## config.mk

```make
export PLATFORM = sky130hd
export DESIGN_NAME = adr_debug_regs
export DESIGN_NICKNAME = d
export VERILOG_FILES = /design/src/rtl/adr_pkg.sv /design/src/rtl/adr_debug_regs.sv
export SDC_FILE = /design/constraint.sdc
export NUM_CORES = 1
export LEC_CHECK = 0
export ABC_CLOCK_PERIOD_IN_PS = 1880
export BUFFER_PORTS_ARGS = -buffer_cell sky130_fd_sc_hd__buf_2
export CAP_MARGIN = 20
export CORE_MARGIN = 1
export CORE_UTILIZATION = 30
export DETAILED_ROUTE_END_ITERATION = 12
export PLACE_DENSITY = 0.63
export SYNTH_ARGS = -nofsm -noshare
export SYNTH_HDL_FRONTEND = slang
export SYNTH_SLANG_ARGS = --single-unit
```

## constraint.sdc

```tcl
create_clock -name clk -period 1.88 [get_ports clk]
set_input_delay 0.282 -clock clk [delete_from_list [all_inputs] [get_ports clk]]
set_output_delay 0.282 -clock clk [all_outputs]
set_load 0.005 [all_outputs]
```

## src/rtl/adr_pkg.sv

```systemverilog
// constants and field layouts for the analog debug control register pair
// assumes a 16-bit register port whose offsets match the codec control map
// What this block does
// RULE_01: top two bits of first register trim total headphone bias, four codes
// RULE_02: next two bits trim headphone first-stage bias, four codes
// RULE_03: three-bit headphone class A current and power-off pull-down bus, resets zero
// RULE_04: headphone class select resets to one, meaning class AB; zero means class A
// RULE_05: center clamp resets one, grounds center output while center is unpowered
// RULE_06: headphone clamp resets one, grounds headphone output while driver is unpowered
// RULE_07: one bit doubles reference buffer class A current; another drops class AB current
// RULE_08: test bit routes ADC input mux onto headphone pin; remove the load
// RULE_09: low three bits enable test paths, mic loop, phone common in mux
// RULE_10: second register bit fourteen moves line amp supply to analog rail
// RULE_11: mono duplication bit feeds left DAC sample to both channels
// RULE_12: retune bit written high then low triggers one oscillator recalibration
// RULE_13: bit ten ties main analog reference to line output reference
// RULE_14: two bits invert DAC sampling edge and DAC data handoff edge
// RULE_15: two bits invert ADC sampling edge and ADC data handoff edge
// RULE_16: bit seven stretches DAC return-to-zero; bit five turns it off
// RULE_17: bit four forces DAC amp to class A; bit six doubles its current
// RULE_18: ADC bias reduction bit lowers ADC bias currents by one fifth
// RULE_19: lowest bit of second register turns ADC dither off
// RULE_20: bit thirteen is a read-write spare to analog, resets zero
// RULE_21: software keeps both registers at reset values outside debugging
// RULE_22: top bit of second register reads zero and ignores writes
package adr_pkg;

    localparam logic [15:0] ADR_ONE_OFFSET = 16'h0038;
    localparam logic [15:0] ADR_TWO_OFFSET = 16'h003a;
    localparam logic [15:0] ADR_ONE_RESET = 16'h01c0;
    localparam logic [15:0] ADR_TWO_RESET = 16'h0000;
    localparam logic [15:0] ADR_TWO_WR_MASK = 16'h7fff;
    localparam logic [15:0] ADR_READ_IDLE = 16'h0000;

    typedef enum logic [1:0] {
        ADR_TOTAL_NOMINAL = 2'h0,
        ADR_TOTAL_MINUS_50 = 2'h1,
        ADR_TOTAL_PLUS_50 = 2'h2,
        ADR_TOTAL_MINUS_40 = 2'h3
    } adr_total_bias_t;

    typedef enum logic [1:0] {
        ADR_FIRST_NOMINAL = 2'h0,
        ADR_FIRST_MINUS_50 = 2'h1,
        ADR_FIRST_PLUS_100 = 2'h2,
        ADR_FIRST_PLUS_50 = 2'h3
    } adr_first_bias_t;

    // layout follows the register bit order, msb first
    typedef struct packed {
        adr_total_bias_t hp_total_bias_trim;
        adr_first_bias_t hp_first_stage_bias_trim;
        logic [2:0] hp_pop_current_ctrl;
        logic hp_ab_class_sel;
        logic hp_center_ground_clamp;
        logic hp_ground_clamp;
        logic ref_buf_current_double;
        logic ref_buf_a_only;
        logic test_adc_mux_to_phones;
        logic test_phone_common_to_mux;
        logic test_mic_loop_path;
        logic analog_test_path_en;
    } adr_one_t;

    typedef struct packed {
        logic reserved_top;
        logic line_amp_supply_sel;
        logic spare_to_analog;
        logic dac_left_dup;
        logic pll_osc_retune;
        logic line_ref_tie;
        logic dac_sample_edge_inv;
        logic dac_handoff_edge_inv;
        logic dac_rz_stretch;
        logic dac_double_current;
        logic dac_rz_off;
        logic dac_amp_a_only;
        logic adc_sample_edge_inv;
        logic adc_handoff_edge_inv;
        logic adc_bias_reduce;
        logic dither_off_a;
    } adr_two_t;

    typedef struct packed {
        logic hp_gnd_tie;
        logic center_gnd_tie;
    } adr_clamp_t;

endpackage : adr_pkg

```

## src/rtl/adr_debug_regs.sv

```systemverilog
// analog debug control registers, their static controls and the small
// logic that acts on them: output clamps, mono duplication, retune pulse
// assumes a single 40 MHz clock and a master that never overlaps strobes
module adr_debug_regs #(
    parameter int SAMPLE_W = 16
) (
    input wire logic clk,
    input wire logic rst_b,
    input wire logic [15:0] addr,
    input wire logic [15:0] wr_data,
    input wire logic wr_en,
    input wire logic rd_en,
    output logic [15:0] rd_data,
    output adr_pkg::adr_one_t hp_ctrl,
    output adr_pkg::adr_two_t conv_ctrl,
    output logic pll_osc_retune_pulse,
    input wire logic hp_powered,
    input wire logic center_powered,
    output adr_pkg::adr_clamp_t clamp,
    input wire logic [SAMPLE_W-1:0] dac_left_in,
    input wire logic [SAMPLE_W-1:0] dac_right_in,
    output logic [SAMPLE_W-1:0] dac_left_out,
    output logic [SAMPLE_W-1:0] dac_right_out
);

    adr_pkg::adr_one_t next_hp_ctrl;
    adr_pkg::adr_two_t next_conv_ctrl;
    logic [15:0] next_rd_data;
    logic next_pll_osc_retune_pulse;
    adr_pkg::adr_clamp_t next_clamp;
    logic [SAMPLE_W-1:0] next_dac_left_out;
    logic [SAMPLE_W-1:0] next_dac_right_out;

    // write word seen through the field layouts, read only by the checks below
    adr_pkg::adr_one_t wr_one;
    adr_pkg::adr_two_t wr_two;
    assign wr_one = wr_data;
    assign wr_two = wr_data;

    function automatic logic hit(input logic [15:0] a, input logic [15:0] off);
        hit = (a == off);
    endfunction : hit

    // register file
    always_comb begin
        next_hp_ctrl = hp_ctrl;
        next_conv_ctrl = conv_ctrl;
        if (wr_en && hit(addr, adr_pkg::ADR_ONE_OFFSET)) begin
            next_hp_ctrl = adr_pkg::adr_one_t'(wr_data); // RULE_01
        end
        if (wr_en && hit(addr, adr_pkg::ADR_TWO_OFFSET)) begin
            // top bit held at zero, writes to it dropped
            next_conv_ctrl = adr_pkg::adr_two_t'(wr_data & adr_pkg::ADR_TWO_WR_MASK); // RULE_22
        end
    end

    always_ff @(posedge clk) begin
        if (!rst_b) begin
            hp_ctrl <= adr_pkg::adr_one_t'(adr_pkg::ADR_ONE_RESET); // RULE_04
            conv_ctrl <= adr_pkg::adr_two_t'(adr_pkg::ADR_TWO_RESET); // RULE_20
        end else begin
            hp_ctrl <= next_hp_ctrl;
            conv_ctrl <= next_conv_ctrl;
        end
    end

    // read port: data valid only in the cycle after the strobe
    always_comb begin
        next_rd_data = adr_pkg::ADR_READ_IDLE;
        if (rd_en && hit(addr, adr_pkg::ADR_ONE_OFFSET)) begin
            next_rd_data = hp_ctrl;
        end else if (rd_en && hit(addr, adr_pkg::ADR_TWO_OFFSET)) begin
            next_rd_data = conv_ctrl & adr_pkg::ADR_TWO_WR_MASK; // RULE_22
        end
    end

    always_ff @(posedge clk) begin
        if (!rst_b) begin
            rd_data <= adr_pkg::ADR_READ_IDLE;
        end else begin
            rd_data <= next_rd_data;
        end
    end

    // retune fires on the falling write only; a held level does nothing
    always_comb begin
        next_pll_osc_retune_pulse = conv_ctrl.pll_osc_retune && !next_conv_ctrl.pll_osc_retune; // RULE_12
    end

    always_ff @(posedge clk) begin
        if (!rst_b) begin
            pll_osc_retune_pulse <= 1'b0;
        end else begin
            pll_osc_retune_pulse <= next_pll_osc_retune_pulse;
        end
    end

    // clamps follow the power state with one cycle of lag
    always_comb begin
        next_clamp.hp_gnd_tie = hp_ctrl.hp_ground_clamp && !hp_powered; // RULE_06
        next_clamp.center_gnd_tie = hp_ctrl.hp_center_ground_clamp && !center_powered; // RULE_05
    end

    always_ff @(posedge clk) begin
        if (!rst_b) begin
            clamp <= '0;
        end else begin
            clamp <= next_clamp;
        end
    end

    // dac sample path, one register stage; right copies left in mono mode
    always_comb begin
        next_dac_left_out = dac_left_in;
        next_dac_right_out = conv_ctrl.dac_left_dup ? dac_left_in : dac_right_in; // RULE_11
    end

    always_ff @(posedge clk) begin
        if (!rst_b) begin
            dac_left_out <= '0;
            dac_right_out <= '0;
        end else begin
            dac_left_out <= next_dac_left_out;
            dac_right_out <= next_dac_right_out;
        end
    end
endmodule : adr_debug_regs

```

==> results of run 1 <==
## cells in the final DEF (no fill, tap or decap), drive strengths merged
| master | Yosys | final |
|---|---|---|
| nand4 | 3 | 3 |
| nor2 | 2 | 2 |
| mux2i | 43 | 43 |
| nor4b | 1 | 1 |
| nand2 | 46 | 46 |
| nor2b | 17 | 17 |
| and4 | 1 | 1 |
| inv | 1 | 3 |
| a21boi | 1 | 1 |
| o21ai | 4 | 4 |
| conb | 1 | 1 |
| nor4 | 2 | 2 |
| diode | 0 | 1 |
| dfxtp | 82 | 82 |
| mux2 | 1 | 1 |
| clkinv | 0 | 4 |
| a22o | 14 | 14 |
| and3b | 2 | 2 |
| clkinvlp | 0 | 1 |
| nand3 | 8 | 8 |
| and4bb | 1 | 1 |
| buf | 7 | 158 |
| nor3 | 4 | 4 |
| clkbuf | 9 | 9 |
| and2 | 17 | 17 |
## layout make-up
cell class | count | area [um2] | share of cell area (%)
tap | 133 | 166 | 4.07
sequential | 82 | 1640 | 40.2
inverter | 1 | 3.75 | 0.0918
clock inverter | 7 | 52.6 | 1.29
timing repair buffer | 158 | 858 | 21.0
antenna | 1 | 2.50 | 0.0612
multi-input combinational | 168 | 1240 | 30.3
clock buffer | 9 | 124 | 3.03
## sequential cells by signal (all words and copies together), names as in the netlist
signal and count:
pll_osc_retune_pulse 1, clamp 2, conv_ctrl 15, hp_ctrl 16, dac_left_out 16, dac_right_out 16, rd_data 16
## worst min path at each step
stage,to,slack [ns],cells after the start
2_1_floorplan,pll_osc_retune_pulse$_SDFF_PN0_,0.36,1
3_3_place_gp,hp_ctrl[9]$_SDFFE_PN0P_,0.46,2
3_5_place_dp,conv_ctrl[2]$_SDFFE_PN0P_,0.47,2
4_1_cts,dac_left_out[4]$_SDFF_PN0_,0.12,2
5_1_grt,dac_left_out[11]$_SDFF_PN0_,0.12,2
6_report,dac_left_out[4]$_SDFF_PN0_,0.14,2
## where the power goes
part / internal, mW / switching, mW
Combinational: 0.117 / 0.110
Sequential: 1.77 / 0.00878
Clock: 0.488 / 0.650
## critical path: cells and delay by family
kind	cells	cell delay, ns
mux	1	0.24
buf+inv	1	0.11
simple gates	3	1.06
## layer usage
| metal | up-vias | GRT usage (%) |
|---|---|---|
| met2 | 105 | 20.9 |
| met4 | 0 | 9.34 |
| met1 | 1107 | 17.0 |
| met5 | - | 0 |
| met3 | 19 | 3.28 |
| li1 | 1214 | - |
## stage by stage
stage                     hold WS (ns)  setup slack (ns)  instance area, um2  utilization, %
after global routing             0.121             0.370                4090            42.0
after detailed placement         0.465            0.0964                3910            40.2
after floorplan                  0.359             0.363                2990               -
final                            0.139             0.454                4090            42.0
after CTS                        0.116             0.434                4090            42.0
after global placement           0.458             0.164                3910            40.2
## cells by family after synthesis
family	Yosys count	share of synthesized area, %
AOI/OAI and AO/OA	19	5.02
buffers and inverters	17	3.64
DFF	82	54.9
muxes	44	14.8
other	1	0.125
and+or+nand+nor	104	21.5
==> results.yml, run 1 <==
drt:
  wl_mm: 7.26
  first_pass_iters: 4
  detail-route-antenna-nets: 0
  vias: 2445
  wl_met3_um: 440
  vias_per_cell: 4.37
  route.detailed.drc: 0
  top_layer_used: "met4"
  wl_per_cell_um: 13.0
  met1_length_mm: 3.05
  dr_wl_met2_mm: 3.50
  drtIter0Drc: 44
pwr:
  vdd_drop_max_uv: 360
  p_leak_nw: 1.88
  pwr_density_cell_mw_per_mm2: 770
  finalPower_mw: 3.15
setup_path:
  worstPathMaxFanout: 15
  r2r_slack_ns: 0.84
  cp_slowest_stage_delay_ns: 0.48
  slowest_stage: "nor4b_4"
  r2r-start: "conv_ctrl[12]$_SDFFE_PN0P_"
  path_class: "in2reg"
  r2r_cells: 3
  crit_path_end_kind: "flip-flop"
  start_kind: "input port"
  cp.arrival_ns: 1.70
  path_cells: "buf_2 > nor4b_4 > nand4_4 > nor2_8 > mux2i_1"
  cp.required_ns: 2.16
  cp-endpoint: "conv_ctrl[1]$_SDFFE_PN0P_"
  setup.worst_path.start: "addr[7]"
  reg2reg_to: "dac_right_out[0]$_SDFF_PN0_"
sta:
  post-route-period-util_pct: 75.8
  fin_crit_ns: 1.43
  drv_slew: 0
  setup_viol: 0
  grt_setup_unrepaired: "no"
  skew_ns: 0.00749
  fmax_mhz: 701
  finalSetupTns_ns: 0
  finalHoldViolCount: 0
synthesis:
  synthTopCellsByArea: "dfxtp_1 (55%), mux2i_1 (14%), nand2_1 (5.8%)"
  async_flop_share_pct: 0
  synth_most_common_cell: "dfxtp_1"
  yosysSeqAreaShare_pct: 54.9
  syn_avg_cell_area_um2: 11.2
  netlist_area_mm2: 0.00299
  yosys_warnings: 0
  yosysUniqueCellTypes: 30
  synth_edf_count: 0
  synth_top_area_share_pct: 54.9
  synth_flop_cell: "dfxtp_1"
  ys_ff_latch: 82
  postSynthCellCount: 267
  syn_nets: 337
  synth_top_area_cell: "dfxtp_1"
  synth_common_cells: "dfxtp_1 (82), nand2_1 (46), mux2i_1 (43), and2_1 (17), nor2b_1 (17)"
final_layout:
  n_fill_cell: 987
  stdcell_count: 559
  syn_to_final_growth_pct: 36.8
  nets: 490
  drive_above_1_share_pct: 43.5
global_routing:
  antenna_found_initial: 1
  grt_pass1_vias: 2201
  grt_max_degree: 81
  grt-ovfl-total: 0
  grt_first_pass_wirelength_mm: 10.7
  track_usage_pct: 13.6
die:
  die-area_mm2: 0.0104
  io_pins: 153
  fp.dieW_um: 102
  rows: 36
  die_h_um: 102
  core_mm2: 0.00973
  start_util_pct: 30.7
clock_network:
  cts.htree.levels: 3
  clockRootBuffer: "clkbuf_8"
  clk_pin_slew_worst_paths_ns: 0.09
  post_cts_resized: 0
  hold_buffers: 0
  cts_sinks: 82
  cts_buffers: 9
  cts_setup_buffers: 0
  ctsLongestPathBuffers: 2
  clock_latency_ns: 0.35
  cts_tree: "built"
place:
  port_buffers: 151
  gp_congestion: 0.807
  placed_cells: 542
  hpwl_mm: 5.45
hold_path:
  hp-start: "dac_left_in[4]"
  hp-class: "in2reg"
run_status:
  outcome: "finished clean"
run:
  cap_violations: 0
(Power assumes the default switching activity.)
==> run 2: changes to the inputs <==
ABC_CLOCK_PERIOD_IN_PS = 1330   (was 1880)
clock period = 1.33 ns   (was 1.88 ns; I/O delays follow)
==> run 2 against run 1 <==
Net effect: critical path depth fell by 3; global-route usage fell by 0.21 points; wire length fell by 2.2%; register-to-register slack got worse by 0.46 ns; clock power rose by 44%; worst hold slack got worse by 0.091 ns; final area rose by 2.2%; sequential power rose by 42%; critical path type is now reg2out; largest power group unchanged; combinational power rose by 43%.
==> results.yml, run 2 (synthesis results as in run 1) <==
clock_network:
  ctsLongestPathBuffers: 2
  cts_sinks: 82
  cts_buffers: 9
  hold_buffers: 1
  cts_tree: "built"
  clock_latency_ns: 0.36
  cts_setup_buffers: 0
  clk_pin_slew_worst_paths_ns: 0.09
  post_cts_resized: 0
  cts.htree.levels: 3
  clockRootBuffer: "clkbuf_8"
setup_path:
  cp.required_ns: 1.13
  worstPathMaxFanout: 19
  start_kind: "flip-flop"
  path_class: "reg2out"
  slowest_stage: "dfxtp_1"
  cp_num_buf_inv: 2
  cp.arrival_ns: 1.03
  crit_family: "flip-flops"
  path_cells: "buf_12 > buf_2"
  cp_slowest_stage_delay_ns: 0.36
  crit_path_end_kind: "primary output"
sta:
  drv_slew: 0
  post-route-period-util_pct: 92.7
  fin_crit_ns: 1.23
  grt_setup_unrepaired: "no"
  holdWs_ns: 0.0485
  finalHoldViolCount: 0
  finalSetupTns_ns: 0
  skew_ns: 0.00942
  fmax_mhz: 811
  setup_viol: 0
final_layout:
  final_util_pct: 42.9
  stdcell_count: 565
  final_common_cell: "buf_2"
  drive_above_1_share_pct: 44.2
  final_cell_mix: "buf_2 (151), dfxtp_1 (82), nand2_1 (46)"
  syn_to_final_growth_pct: 39.7
  nets: 497
  n_antenna_cell: 0
run:
  cap_violations: 0
drt:
  wl_per_cell_um: 12.6
  vias: 2441
  first_pass_iters: 4
  route.detailed.drc: 0
  wl_mm: 7.11
  detail-route-antenna-nets: 0
  drtIter0Drc: 62
  vias_per_cell: 4.32
die:
  io_pins: 153
  die_h_um: 102
  start_util_pct: 30.7
  die-area_mm2: 0.0104
  fp.dieW_um: 102
  core_mm2: 0.00973
  rows: 36
pwr:
  pwr_density_cell_mw_per_mm2: 1070
  vdd_drop_max_uv: 437
  p_leak_nw: 1.92
  finalPower_mw: 4.48
global_routing:
  grt-ovfl-total: 0
  grt_first_pass_wirelength_mm: 10.5
  track_usage_pct: 13.4
  grt_pass1_vias: 2267
  grt_max_degree: 81
  antenna_found_initial: 0
place:
  hpwl_mm: 5.18
  placed_cells: 548
  gp_congestion: 0.830
  port_buffers: 151
run_status:
  outcome: "finished clean"
hold_path:
  hp-class: "in2reg"
## run 2: cell type report
cell class                 count  area [um2]
clock buffer                   9         124
sequential                    82        1640
inverter                       1        3.75
tap                          133         166
timing repair buffer         165         951
clock inverter                 7        51.3
fill                         988        5550
multi-input combinational    168        1240
## run 2: final timing paths
kind                                   start                           to  slack (ns)  depth (start not counted)
setup / recovery  conv_ctrl[12]$_SDFFE_PN0P_                conv_ctrl[12]         0.1                          2
hold / removal                dac_left_in[3]   dac_left_out[3]$_SDFF_PN0_        0.05                          2
setup reg to reg  conv_ctrl[12]$_SDFFE_PN0P_  dac_right_out[4]$_SDFF_PN0_        0.38                          3
hold reg to reg    conv_ctrl[4]$_SDFFE_PN0P_    conv_ctrl[4]$_SDFFE_PN0P_        0.47                          2
## run 2: where the power goes
group,internal [mW],switching [mW]
Sequential,2.51,0.0108
Clock,0.687,0.955
Combinational,0.169,0.155
Total,3.36,1.12
## run 2: per-layer routing
| layer | part of all wire [%] | track usage, % | vias up |
|---|---|---|---|
| met2 | 48 | 21.6 | 90 |
| li1 | - | - | 1221 |
| met5 | 0 | 0 | - |
| met3 | 6.9 | 4.04 | 11 |
| met4 | 1.9 | 6.81 | 0 |
| met1 | 43 | 16.4 | 1119 |
## run 2: worst reg2reg max path, delay by kind of cell, from the launching register on
kind | cells | cell delay [ns]
flip-flops | 1 | 0.36
multiplexers | 1 | 0.25
buffers and inverters | 1 | 0.18
AND/OR/NAND/NOR | 1 | 0.06
## run 2: through the flow
stage               worst slack, ns  cell area (um2)
floorplan                   -0.0829             2990
finish                       0.0965             4180
global route                 0.0236             4180
CTS                          0.0633             4180
detailed placement           -0.146             3990
global placement             -0.104             3990
==> run 3: changes to the inputs <==
ABC_CLOCK_PERIOD_IN_PS = 1400   (was 1330)
PLACE_DENSITY = 0.69   (was 0.63)
clock period = 1.4 ns   (was 1.33 ns; I/O delays follow)
==> run 3 against run 2 <==
Net effect: via count increased by 2.1%; wire length increased by 3.2%; setup slack improved by 0.0018 ns; global-route usage increased by 0.69 points; largest power group unchanged.
==> results.yml, run 3 (synthesis results as in run 1) <==
setup_path:
  cp.arrival_ns: 1.09
  r2r_cells: 3
  r2r_slack_ns: 0.39
  crit_path_end_kind: "primary output"
  path_cells: "buf_12 > buf_2"
  slowest_stage: "dfxtp_1"
  reg2reg_to: "dac_right_out[4]$_SDFF_PN0_"
  setup.worst_path.start: "conv_ctrl[12]$_SDFFE_PN0P_"
  cp.required_ns: 1.19
  start_kind: "flip-flop"
  worstPathMaxFanout: 17
  r2r-start: "conv_ctrl[12]$_SDFFE_PN0P_"
  path_class: "reg2out"
  cp_slowest_stage_delay_ns: 0.41
clock_network:
  clk_pin_slew_worst_paths_ns: 0.09
  post_cts_resized: 0
  hold_buffers: 0
  ctsLongestPathBuffers: 2
  cts_sinks: 82
  cts_setup_buffers: 0
  cts.htree.levels: 3
  clockRootBuffer: "clkbuf_8"
  cts_tree: "built"
  cts_buffers: 9
  clock_latency_ns: 0.35
place:
  hpwl_mm: 5.57
  port_buffers: 151
  placed_cells: 554
  place_area_mm2: 0.00399
  gp_congestion: 0.738
die:
  die_h_um: 102
  rows: 36
  die-area_mm2: 0.0104
  fp.dieW_um: 102
  io_pins: 153
  core_mm2: 0.00973
  start_util_pct: 30.7
drt:
  wl_mm: 7.33
  vias: 2492
  wl_per_cell_um: 12.9
  first_pass_iters: 6
  route.detailed.drc: 0
  detail-route-antenna-nets: 0
  drtIter0Drc: 82
  vias_per_cell: 4.37
global_routing:
  grt_max_degree: 35
  grt-ovfl-total: 0
  track_usage_pct: 14.1
  grt_first_pass_wirelength_mm: 11.0
  antenna_found_initial: 0
  grt_pass1_vias: 2302
final_layout:
  stdcell_count: 570
  syn_to_final_growth_pct: 41.0
  stdcell_area_mm2: 0.00421
  final_cell_mix: "buf_2 (151), dfxtp_1 (82), nand2_1 (46)"
  nets: 502
  n_antenna_cell: 0
  drive_above_1_share_pct: 45.1
  n_fill_cell: 958
  final_common_cell: "buf_2"
  final_util_pct: 43.3
run:
  cap_violations: 0
sta:
  setup_viol: 0
  fmax_mhz: 768
  finalSetupTns_ns: 0
  skew_ns: 0.0101
  drv_slew: 0
  finalHoldViolCount: 0
  grt_setup_unrepaired: "no"
  post-route-period-util_pct: 93.0
  holdWs_ns: 0.0359
  fin_crit_ns: 1.30
pwr:
  vdd_drop_max_uv: 561
  pwr_density_cell_mw_per_mm2: 1100
  p_leak_nw: 1.96
hold_path:
  holdPathStages: 2
  hp-start: "wr_data[11]"
  hp-class: "in2reg"
  whs_endpoint: "pll_osc_retune_pulse$_SDFF_PN0_"
run_status:
  outcome: "finished clean"
==> run 3: cell types whose count changed in the layout (fill, tap and decap cells not counted), sizes merged <==
cell         delta
inv             -2
clkbuf          +1
dlygate4sd3     -1
bufinv          +2
clkinvlp        -1
buf             +6
==> run 3: stage by stage <==
stage	total power, mW	setup WS, ns
2_1_floorplan	2.57	-0.0234
3_3_place_gp	2.75	-0.0652
3_5_place_dp	2.76	-0.122
4_1_cts	4.69	0.0712
5_1_grt	4.85	0.0291
6_report	4.62	0.0983
==> run 3: layer usage <==
| layer | up-vias | track usage (%) | routed length (um) | part of all wire, % |
|---|---|---|---|---|
| met5 | - | 0 | 0 | 0 |
| met2 | 116 | 24.2 | 3420 | 47 |
| met4 | 0 | 4.29 | 67 | 0.91 |
| met1 | 1138 | 16.4 | 3250 | 44 |
| met3 | 9 | 5.47 | 595 | 8.1 |
| li1 | 1229 | - | - | - |
==> run 3: worst max path at each step <==
| stage | to |
|---|---|
| 2_1_floorplan | conv_ctrl[11]$_SDFF_PN0_ |
| 5_1_grt | conv_ctrl[12] |
| 3_5_place_dp | rd_data[10]$_SDFF_PN0_ |
| 6_report | conv_ctrl[12] |
| 4_1_cts | conv_ctrl[12] |
| 3_3_place_gp | rd_data[2]$_SDFF_PN0_ |
==> run 3: layout make-up <==
type	count	area, um2	area share [%]
inverter	1	3.75	0.0891
clock inverter	6	90.1	2.14
multi-input combinational	168	1240	29.4
sequential	82	1640	39.0
tap	133	166	3.95
clock buffer	10	138	3.27
timing repair buffer	170	936	22.2
==> run 3: report_power, final <==
part | switching, mW | total [mW] | internal, mW | leakage, nW
clock network | 0.864 | 1.92 | 1.06 | 0.112
logic | 0.149 | 0.309 | 0.160 | 1.18
registers | 0.0110 | 2.39 | 2.38 | 0.670
==> run 3: critical path: cells and delay by family, from the launching register on <==
family                 cells  cell delay (ns)
buffers and inverters      2             0.33
DFF                        1             0.41
